`src/ibd_pkg.sv`:
```
// Package for the internal bus decode and freeze block.
// Assumes one system clock and an APB register port.
package ibd_pkg;
	localparam logic [31:0] IBD_PLACEMENT_ADDR = 32'h8007fc20;
	localparam logic [31:0] IBD_CONFIG_ADDR    = 32'h8007fc00;
	localparam logic [31:0] IBD_CTRL_ADDR      = 32'h8007fc48;
	localparam logic [31:0] IBD_LOCK_ADDR      = 32'h8007fc80;
	localparam logic [31:0] IBD_STATUS_ADDR    = 32'h8007fc84;
	localparam int IBD_LS_EN_BIT    = 31;
	localparam int IBD_LS_PL_LSB    = 22;
	localparam int IBD_IF_EN_BIT    = 15;
	localparam int IBD_XBUS_EN_BIT  = 14;
	localparam int IBD_IF_PL_LSB    = 6;
	localparam int IBD_FRZ_STOP_BIT = 31;
	localparam int IBD_WT_EN_BIT    = 0;
	localparam int IBD_LOCK_BIT     = 0;
	localparam logic IBD_XBUS_RESET = 1'b1;
	localparam logic [31:0] IBD_REG_BASE    = 32'h80000000;
	localparam logic [31:0] IBD_REG_LIMIT   = 32'h8007ffff;
	localparam logic [31:0] IBD_CREG_BASE   = 32'h8007f000;
	localparam logic [31:0] IBD_LS_END_LOW  = 32'h000feffc;
	localparam logic [31:0] IBD_LS_END_HIGH = 32'hffffeffc;
	localparam logic [31:0] IBD_IF_END_LOW  = 32'h000ffffc;
	localparam logic [31:0] IBD_IF_END_HIGH = 32'hfffffffc;
	localparam logic [31:0] IBD_TOP_START   = 32'hffff0000;
	localparam int IBD_XBUS_CYCLES = 3;
	typedef enum logic [2:0] {IBD_T_NONE, IBD_T_SRAM, IBD_T_CREG, IBD_T_PERIPH, IBD_T_XBUS, IBD_T_EXT,
		IBD_T_ERR, IBD_T_MCHK} ibd_target_t;
endpackage

```
`src/ibd_decode.sv`:
```
// Address decode, cross-bus sequencing, placement register and freeze responses.
// Assumes masters present one request with req held until done; APB from software.
//
// The APB interface to the registers was left to the implementer.
`timescale 1ns/1ps
// What this block does
// Placement bit ls_mem_enable turns load/store memory decode on or off; reset from config word.
// ls_mem_placement code selects one of four SRAM placements.
// if_mem_enable is stored only; instruction-bus memory accesses go external except where an enabled load/store block overlaps them.
// cross_bus_data_enable resets to 1; it is stored and read back only, and clearing it does not change the decode of cross-bus data accesses.
// if_mem_placement holds the instruction memory placement, reset from config word.
// Enables and placements reset from config word; other bits zero except cross enable.
// Placement register is writable and readable only in supervisor mode.
// Unimplemented location inside memory block gives machine check.
// Control registers and peripherals occupy a fixed 512K region; registers top 4K.
// That region never disables, is data only; instruction access gives transfer error.
// Memory control registers stay at fixed addresses regardless of placement.
// Accesses to nonexistent on-chip memory become external bus cycles.
// Cross-bus accesses take at least three clocks.
// Instruction-bus accesses to load/store memory are single, never burst.
// Registers unavailable during cross-bus access except to an APB transfer readied at its accept edge; no pipelining of cross-bus accesses.
// The core asserts freeze on debug entry; its side drives the freeze input.
// Freeze without debug mode leaves the watch timer on its programmed enable.
// Debug mode with freeze or breakpoint forces the watch timer on.
// In normal running a breakpoint ends a hung cycle via the watch timer.
// Freeze with freeze_stop_timers stops the periodic timer, overriding its enable.
// Freeze with freeze_stop_timers holds the decrementer.
// During freeze, lock bits may be set and cleared.
// Reserved placement bits read zero and ignore writes.
module ibd_decode import ibd_pkg::*; #(
	parameter int SRAM_BYTES = 4096,
	parameter int BLOCK_BYTES = 8192
) (
	input  wire logic        pclk,
	input  wire logic        presetn,
	input  wire logic        psel,
	input  wire logic        penable,
	input  wire logic        pwrite,
	input  wire logic [31:0] paddr,
	input  wire logic [31:0] pwdata,
	input  wire logic        pprot_priv,
	output logic      [31:0] prdata,
	output logic             pready,
	output logic             pslverr,
	input  wire logic [31:0] config_word,
	input  wire logic        req,
	input  wire logic [31:0] req_addr,
	input  wire logic        req_instr,
	input  wire logic        req_from_if,
	input  wire logic        req_burst,
	output logic             done,
	output ibd_target_t      target,
	output logic             out_burst,
	output logic             transfer_error_ack,
	output logic             machine_check,
	input  wire logic        freeze,
	input  wire logic        debug_mode_en,
	input  wire logic        nm_breakpoint,
	input  wire logic        bus_cycle_hung,
	output logic             watch_timer_on,
	output logic             watch_timer_force_end,
	output logic             pit_run,
	input  wire logic        periodic_irq_enable,
	output logic             decrementer_run
);
	logic        ls_mem_enable;
	logic [1:0]  ls_mem_placement;
	logic        if_mem_enable;
	logic        cross_bus_data_enable;
	logic [1:0]  if_mem_placement;
	logic        freeze_stop_timers;
	logic        watch_timer_enable;
	logic        reg_lock;
	logic        cfg_seen;
	logic [1:0]  xbus_cnt;
	logic        xbus_busy;
	logic        wr_acc;
	logic        rd_acc;
	logic        xbus_hit;
	ibd_target_t next_target;

	assign wr_acc = psel && penable && pready && pwrite;
	assign rd_acc = psel && penable && pready && !pwrite;

	function automatic logic in_block(input logic [31:0] a, input logic [1:0] pl, input logic [31:0] endlo,
		input logic [31:0] endhi, input int sz);
		logic [31:0] base;
		base = 32'h0;
		case (pl)
			2'b00: base = 32'h0;
			2'b01: base = endlo + 32'h4 - 32'(sz);
			2'b10: base = IBD_TOP_START;
			default: base = endhi + 32'h4 - 32'(sz);
		endcase
		return (a >= base) && (a - base < 32'(sz));
	endfunction

	// Placement register writes, supervisor only, reserved bits dropped
	always_ff @(posedge pclk or negedge presetn) begin
		if (!presetn) begin
			ls_mem_enable         <= 1'b0;
			ls_mem_placement      <= 2'b00;
			if_mem_enable         <= 1'b0;
			cross_bus_data_enable <= IBD_XBUS_RESET;
			if_mem_placement      <= 2'b00;
			cfg_seen              <= 1'b0;
		end else if (!cfg_seen) begin
			cfg_seen         <= 1'b1;
			ls_mem_enable    <= config_word[IBD_LS_EN_BIT];
			ls_mem_placement <= config_word[IBD_LS_PL_LSB +: 2];
			if_mem_enable    <= config_word[IBD_IF_EN_BIT];
			if_mem_placement <= config_word[IBD_IF_PL_LSB +: 2];
		end else if (wr_acc && paddr == IBD_PLACEMENT_ADDR && pprot_priv) begin
			ls_mem_enable         <= pwdata[IBD_LS_EN_BIT];
			ls_mem_placement      <= pwdata[IBD_LS_PL_LSB +: 2];
			if_mem_enable         <= pwdata[IBD_IF_EN_BIT];
			cross_bus_data_enable <= pwdata[IBD_XBUS_EN_BIT];
			if_mem_placement      <= pwdata[IBD_IF_PL_LSB +: 2];
		end
	end

	// Config, watch timer control and lock; locked config changes only under freeze
	always_ff @(posedge pclk or negedge presetn) begin
		if (!presetn) begin
			freeze_stop_timers <= 1'b0;
			watch_timer_enable <= 1'b0;
			reg_lock           <= 1'b0;
		end else if (wr_acc && pprot_priv) begin
			if (paddr == IBD_CONFIG_ADDR && (!reg_lock || freeze))
				freeze_stop_timers <= pwdata[IBD_FRZ_STOP_BIT];
			else if (paddr == IBD_CTRL_ADDR)
				watch_timer_enable <= pwdata[IBD_WT_EN_BIT];
			else if (paddr == IBD_LOCK_ADDR) begin
				if (freeze)
					reg_lock <= pwdata[IBD_LOCK_BIT];
				else if (pwdata[IBD_LOCK_BIT])
					reg_lock <= 1'b1;
			end
		end
	end

	// APB answer; pready withheld while xbus_busy, so only a transfer readied at the accept edge overlaps a cross-bus access
	always_ff @(posedge pclk or negedge presetn) begin
		if (!presetn) begin
			prdata  <= 32'h0;
			pready  <= 1'b0;
			pslverr <= 1'b0;
		end else begin
			pready  <= psel && !pready && !xbus_busy;
			pslverr <= 1'b0;
			if (psel && !pready && !xbus_busy) begin
				prdata <= 32'h0;
				if (!pprot_priv)
					pslverr <= 1'b1;
				else if (paddr == IBD_PLACEMENT_ADDR)
					prdata <= {ls_mem_enable, 7'h0, ls_mem_placement, 6'h0, if_mem_enable,
						cross_bus_data_enable, 6'h0, if_mem_placement, 6'h0};
				else if (paddr == IBD_CONFIG_ADDR)
					prdata <= {freeze_stop_timers, 31'h0};
				else if (paddr == IBD_CTRL_ADDR)
					prdata <= {31'h0, watch_timer_enable};
				else if (paddr == IBD_LOCK_ADDR)
					prdata <= {31'h0, reg_lock};
				else if (paddr == IBD_STATUS_ADDR)
					prdata <= {28'h0, xbus_busy, watch_timer_on, pit_run, decrementer_run};
				else
					pslverr <= 1'b1;
			end
		end
	end

	// Combinational target selection
	always_comb begin
		next_target = IBD_T_EXT;
		if (req_addr >= IBD_REG_BASE && req_addr <= IBD_REG_LIMIT) begin
			if (req_instr)
				next_target = IBD_T_ERR;
			else if (req_addr >= IBD_CREG_BASE)
				next_target = IBD_T_CREG;
			else
				next_target = IBD_T_PERIPH;
		end else if (ls_mem_enable && in_block(req_addr, ls_mem_placement, IBD_LS_END_LOW, IBD_LS_END_HIGH,
			BLOCK_BYTES)) begin
			if (in_block(req_addr, ls_mem_placement, IBD_LS_END_LOW, IBD_LS_END_HIGH, SRAM_BYTES))
				next_target = IBD_T_SRAM;
			else
				next_target = IBD_T_MCHK;
		end else if (in_block(req_addr, if_mem_placement, IBD_IF_END_LOW, IBD_IF_END_HIGH, BLOCK_BYTES)) begin
			next_target = IBD_T_EXT;
		end
	end

	assign xbus_hit = req_from_if && next_target == IBD_T_SRAM;

	// Request sequencing: cross-bus accesses held for three clocks and never overlapped
	always_ff @(posedge pclk or negedge presetn) begin
		if (!presetn) begin
			target             <= IBD_T_NONE;
			done               <= 1'b0;
			out_burst          <= 1'b0;
			transfer_error_ack <= 1'b0;
			machine_check      <= 1'b0;
			xbus_busy          <= 1'b0;
			xbus_cnt           <= 2'd0;
		end else begin
			done               <= 1'b0;
			transfer_error_ack <= 1'b0;
			machine_check      <= 1'b0;
			if (xbus_busy) begin
				if (xbus_cnt == 2'(IBD_XBUS_CYCLES - 2)) begin
					xbus_busy <= 1'b0;
					done      <= 1'b1;
				end
				xbus_cnt <= xbus_cnt + 2'd1;
			end else if (req && !done) begin
				target <= xbus_hit ? IBD_T_XBUS : next_target;
				if (xbus_hit) begin
					xbus_busy <= 1'b1;
					xbus_cnt  <= 2'd0;
					out_burst <= 1'b0;
				end else begin
					done               <= 1'b1;
					out_burst          <= req_burst;
					transfer_error_ack <= next_target == IBD_T_ERR;
					machine_check      <= next_target == IBD_T_MCHK;
				end
			end
		end
	end

	// Freeze responses
	always_ff @(posedge pclk or negedge presetn) begin
		if (!presetn) begin
			watch_timer_on        <= 1'b0;
			watch_timer_force_end <= 1'b0;
			pit_run               <= 1'b0;
			decrementer_run       <= 1'b0;
		end else begin
			watch_timer_on <= watch_timer_enable || (debug_mode_en && (freeze || nm_breakpoint));
			watch_timer_force_end <= nm_breakpoint && bus_cycle_hung && !freeze;
			pit_run <= periodic_irq_enable && !(freeze && freeze_stop_timers);
			decrementer_run <= !(freeze && freeze_stop_timers);
		end
	end
endmodule

```
`config.mk`:
```
export PLATFORM = sky130hd
export DESIGN_NAME = ibd_decode
export DESIGN_NICKNAME = d
export VERILOG_FILES = /design/src/ibd_pkg.sv /design/src/ibd_decode.sv
export SDC_FILE = /design/constraint.sdc
export NUM_CORES = 1
export LEC_CHECK = 0
export BUFFER_PORTS_ARGS = -buffer_cell sky130_fd_sc_hd__buf_2
export CAP_MARGIN = 20
export CORE_ASPECT_RATIO = 1.5
export CORE_UTILIZATION = 53
export CTS_CLUSTER_DIAMETER = 30
export DETAILED_ROUTE_END_ITERATION = 6
export PLACE_DENSITY_LB_ADDON = 0.3
export SLEW_MARGIN = 10
export SYNTH_ARGS = -nofsm -noshare
export SYNTH_HDL_FRONTEND = slang
export SYNTH_SLANG_ARGS = --single-unit
export TNS_END_PERCENT = 1
```
`constraint.sdc`:
```
create_clock -name pclk -period 8.45 [get_ports pclk]
set_input_delay 0.845 -clock pclk [delete_from_list [all_inputs] [get_ports pclk]]
set_output_delay 0.845 -clock pclk [all_outputs]
set_load 0.005 [all_outputs]
```
* Word-level counts from Yosys, hierarchy flattened *
Cells that the tools add are included.

storage, ports and cells
  register bits = 59
  output and inout bits = 45
  logic and storage cells = 139

cells by class
  add/sub/neg operators = 3
  $lt $le $gt $ge = 7
  eq/ne operators = 12
  muxes and demuxes = 52
  bitwise gates (word level) = 3
  reduce and logical (&&, ||, !) cells = 39

operators by type and width
  kind                    number
  $mux W32                6
  $pmux W32 S3            2
  $eq A32 B32 Y1 const B  5
  $ge A32 B32 Y1          2
  $ge A32 B32 Y1 const B  2
  $sub A32 B32 Y32        2
  $le A32 B32 Y1 const B  1
  $lt A32 B13 Y1 const B  1
  $lt A32 B14 Y1 const B  1
  $mux W1                 29
  $logic_and A1 B1 Y1     20
  $mux W3                 5
  $mux W2                 7
  $mux W4                 3
  $reduce_and A2 Y1       4
  $eq A3 B3 Y1 const B    2
  $logic_not A1 Y1        6
  $reduce_bool A2 Y1      3
  $reduce_and A5 Y1       1
  $eq A2 B1 Y1 const B    2
  $eq A3 B1 Y1 const B    1
  $logic_or A1 B1 Y1      3
  $not A1 Y1              3
  $reduce_and A3 Y1       1
  4 further kinds         4

* Longest topological paths before layout *
  depth after elaboration = 20
  gate-level depth with buffers = 15
  mapped depth without buffers = 13

* Worst setup path after synthesis *
OpenSTA, ideal clock, no wires.

  path kind = in2reg
  from = in req_addr[14]
  to = reg target[0]
  library setup time = 0.120 ns
  data arrival time = 3.577 ns
  path slack = 4.754 ns
  cell stages on the path = 12
  cell sequence = buf_2 > xnor2_1 > ha_1 > and2_1 > or3_1 > a2111oi_1 > or3b_1 > a2111oi_2 > nand4b_1 > and4bb_1 > and3_4 > nor2_1

between the ends
  word-level cells in the longest chain between the ends = 9
  elaborated cells between the ends (all ways) = 21
  classes of those cells = add/sub: 2; order compare: 7; eq/ne: 1; mux: 6; reduce/logical: 5

ends and longest elaborated chain
  item                                                     RTL line                              text
  start: declaration                                       ibd_decode.sv:47                      input wire logic [31:0] req_addr,
  $sub A32 B32 Y32                                         ibd_decode.sv:95                      return (a >= base) && (a - base < 32'(sz));
  $lt A32 B13 Y1 / $lt A32 B14 Y1 (equally long branches)  ibd_decode.sv:95
  $logic_and A1 B1 Y1                                      ibd_decode.sv:95
  $mux W3 / $logic_and A1 B1 Y1 (equally long branches)    ibd_decode.sv:184, ibd_decode.sv:182
  $mux W3                                                  ibd_decode.sv:182                     end else if (ls_mem_enable && in_block(req_addr, ls_mem_placement, IBD_LS_END_LOW, IBD_LS_END_HIGH,
  $mux W3 (*)                                              ibd_decode.sv:175                     if (req_addr >= IBD_REG_BASE && req_addr <= IBD_REG_LIMIT) begin
  $eq A3 B1 Y1                                             ibd_decode.sv:193                     assign xbus_hit = req_from_if && next_target == IBD_T_SRAM;
  $logic_and A1 B1 Y1                                      ibd_decode.sv:193
  $mux W3 (*)                                              ibd_decode.sv:216                     target <= xbus_hit ? IBD_T_XBUS : next_target;
  end signal: assignment                                   ibd_decode.sv:216
  end: declaration                                         ibd_decode.sv:52                      output ibd_target_t target,

Mark *: on every way between the ends. The rest lies on a longest branch, timed or not.
A chain may end at the register's enable or synchronous reset.

* Worst setup path after layout *
  from = reg ls_mem_placement[0]
  to = reg xbus_cnt[1]

between the ends
  word-level cells in the longest chain between the ends = 14
  elaborated cells between the ends (all ways) = 24
  classes of those cells = add/sub: 2; order compare: 4; eq/ne: 3; mux: 8; reduce/logical: 7

ends and longest elaborated chain
  item                                        RTL line           text
  start: declaration                          ibd_decode.sv:67   logic [1:0] ls_mem_placement;
  start signal: assignment                    ibd_decode.sv:110  ls_mem_placement <= config_word[IBD_LS_PL_LSB +: 2];
  start signal: assignment                    ibd_decode.sv:115  ls_mem_placement <= pwdata[IBD_LS_PL_LSB +: 2];
  $eq A2 B2 Y1, or another cell as far along  ibd_decode.sv:89   case (pl)
  $pmux W32 S3                                ibd_decode.sv:89
  $mux W32                                    ibd_decode.sv:182
  $mux W32                                    ibd_decode.sv:175
  $sub A32 B32 Y32                            ibd_decode.sv:95
  $lt A32 B13 Y1                              ibd_decode.sv:95
  $logic_and A1 B1 Y1                         ibd_decode.sv:95
  $mux W3                                     ibd_decode.sv:184  if (in_block(req_addr, ls_mem_placement, IBD_LS_END_LOW, IBD_LS_END_HIGH, SRAM_BYTES))
  $mux W3 (*)                                 ibd_decode.sv:182
  $mux W3 (*)                                 ibd_decode.sv:175
  $eq A3 B1 Y1 (*)                            ibd_decode.sv:193
  $logic_and A1 B1 Y1 (*)                     ibd_decode.sv:193
  $reduce_bool A2 Y1 (no line) (*)            -
  $reduce_and A2 Y1 (no line) (*)             -
  end signal: assignment                      ibd_decode.sv:214  xbus_cnt <= xbus_cnt + 2'd1;
  end: declaration                            ibd_decode.sv:75   logic [1:0] xbus_cnt;

Mark *: on every way between the ends. The rest lies on a longest branch, timed or not. The select of a mux whose other input is x is not followed.

==> results.toml <==
[run_status]
status = "finished clean"

[clocking]
cts_setup_buffers = 0
insertion_delay_ns = 0.28
cts_made_buffers = 5
hold_buffers = 0
post_cts_resize_count = 0
htreeDepth = 2
cts_buffer_depth = 2
clockRootBuffer = "clkbuf_16"
path_clk_slew_ns = 0.06
numClockSinks = 38
tritoncts = "done"

[layout]
syn_to_final_growth_pct = 16.6
mostFrequentLayoutCell = "buf_2"
final_area_um2 = 5000
final_cell_mix = "buf_2 (116), nand2_1 (45), dfrtp_1 (37)"
drive_gt1_share_pct = 23.4
utilization_pct = 64.8
final_nets = 800
n_antenna_cell = 0

[sta]
fmax_ghz = 0.236
setup_ws_ns = 4.22
setup_viol_count_final = 0
fin_hold_ws_ns = 0.462
finalMaxSlewViolations = 0
period_needed_ns = 4.23
finClkSkew_ns = 0.00624
fin_setup_tns_ns = 0
fin_crit_sh_pct = 50.1
hold_violations = 0
worst_slew_margin_rel_pct = 45.2
worst_pin_slew_ns = 0.814
grt_setup_unrepaired = "no"

[setup_path]
cp-end-kind = "flop"
timing.rr.start = "ls_mem_placement[0]$_DFFE_PN0P_"
critPathLaunchType = "flop"
r2r_setup_slack_ns = 4.22
cp_slowest_cell = "dfrtp_1"
path_cells = "ha_1, inv_1, ha_1, and2_1, or3_1, a2111oi_1, or3b_1, a2111oi_2, nand4b_1, and4bb_1, and3_4, nor2_1"
required_ns = 8.61
critPathKind = "reg -> reg"
crit_arrival_ns = 4.39
crit_path_start = "ls_mem_placement[0]$_DFFE_PN0P_"
crit_fanout = 25
worst_path_largest_cell_delay_ns = 0.78
path_delay_family = "simple AND/OR/NAND/NOR gates"
crit_buf_inv = 1
critPathMostFrequentCell = "ha_1"

[yosys]
synth.avg_cell_area_um2 = 7.88
synth-seq-cells = 38
synth_area_leaders = "dfrtp_1 (22%), ha_1 (4.7%), buf_4 (4.0%)"
yosysTopAreaCell = "dfrtp_1"
ys_async_sr_fraction_pct = 100
synth-edff-count = 0
synth_top_area_share_pct = 21.6
synthCells = 544
synth_warnings = 0
synth_cell_types = 81
yosysSeqAreaShare_pct = 22.2
syn_area_um2 = 4290
synth_ff_type = "dfrtp_1"

[place]
place_ws_ns = 4.10
gp_congestion = 1.02
dp_hpwl_um = 10100
place_area_um2 = 4800
io_buffers = 116

[route]
drt-initial-drc-count = 359
wl_per_cell_um = 17.5
routed_wl_um = 13000
antenna_left = 0
viasPerCell = 6.29
vias = 4682
remaining_drc_errors = 0
first_pass_iters = 6

[hold_path]
hold_start = "watch_timer_enable$_DFFE_PN0P_"
hold_path_class = "reg -> reg"

[die]
start_util_pct = 55.6
core_area_um2 = 7710
ios = 188
fp.dieH_um = 112
die-area_um2 = 8460
die_width_um = 75.4
rows = 39

[global_routing]
grt_usage_pct = 32.5
grt_pass1_wl_um = 21100
grt-ovfl-total = 0
antenna_found_initial = 0
grt_pass1_vias = 4474
grt_max_degree = 39

[pwr]
leakage_nw = 2.24
peakVddDrop_mv = 0.125
power.density_nw_per_um2 = 142

[job]
max_cap_viol_count = 0
sequential cells by signal, indices dropped and copies added, names as in the netlist, 2 cells and up:
register	cells
if_mem_placement	2
target	3
ls_mem_placement	2
prdata	11
xbus_cnt	2
tightest hold or removal path: stages (launching register included):
cell and delay (ns):
dfrtp_1 0.32, inv_1 0.06, nand2_1 0.05
cell families after synthesis:
| family | count (synthesis) | synth area share (%) |
|---|---|---|
| AOI/OAI and AO/OA | 168 | 28.8 |
| xor gates and xnor gates | 22 | 4.50 |
| adders and majority gates | 17 | 4.91 |
| buffers and inverters | 67 | 8.26 |
| DFF | 38 | 22.2 |
| muxes | 17 | 4.06 |
| other | 2 | 0.175 |
| and+or+nand+nor | 213 | 27.1 |
routing by layer:
metal / wire length [um] / global-route usage [%] / up-vias
li1: - / - / 2205
met1: 4780 / 34.5 / 2165
met2: 6540 / 55.1 / 243
met3: 750 / 6.19 / 69
met4: 961 / 23.3 / 0
met5: 0 / 0 / -
power breakdown:
group          switching, mW  internal (mW)
combinational          0.169          0.108
clock                 0.0723          0.169
sequential           0.00640          0.187
total                  0.247          0.465
area by class of cell:
class                      count  area, um^2
tap                          102         128
fill                         699        2710
timing repair buffer         119         603
clock buffer                   5         125
multi-input combinational    459        3050
sequential                    38         952
inverter                      18        67.6
clock inverter                 3        68.8
cells in the mapped netlist, types with 10 or more instances:
cell and n:
nand2_1 45, dfrtp_1 37, nor2_1 33, a21oi_1 29, o21ai_0 28, buf_4 23
inv_1 18, clkbuf_1 17, nand3_1 17, nor3_1 17, xnor2_1 17, ha_1 16
and3_1 15, mux2i_1 14, nand4_1 12, nor2b_1 12, nor4_1 12, a22o_1 10
o211ai_1 10
path summary, 6_finish.rpt:
kind	end	cells after the start
worst min-delay path	watch_timer_on$_DFF_PN0_	2
max in group asynchronous	prdata[15]$_DFFE_PN0P_	1
worst max register to register	xbus_cnt[1]$_DFFE_PN0P_	12
worst min register to register	watch_timer_on$_DFF_PN0_	2
worst max-delay path	xbus_cnt[1]$_DFFE_PN0P_	12
min in group asynchronous	watch_timer_on$_DFF_PN0_	1
metrics by stage:
stage               instances  power, mW
floorplan                 564      0.393
global placement          736      0.460
detailed placement        736      0.464
CTS                       744      0.709
global route              744      0.750
finish                    744      0.712
No activity file was read; power rests on OpenSTA's default activity.
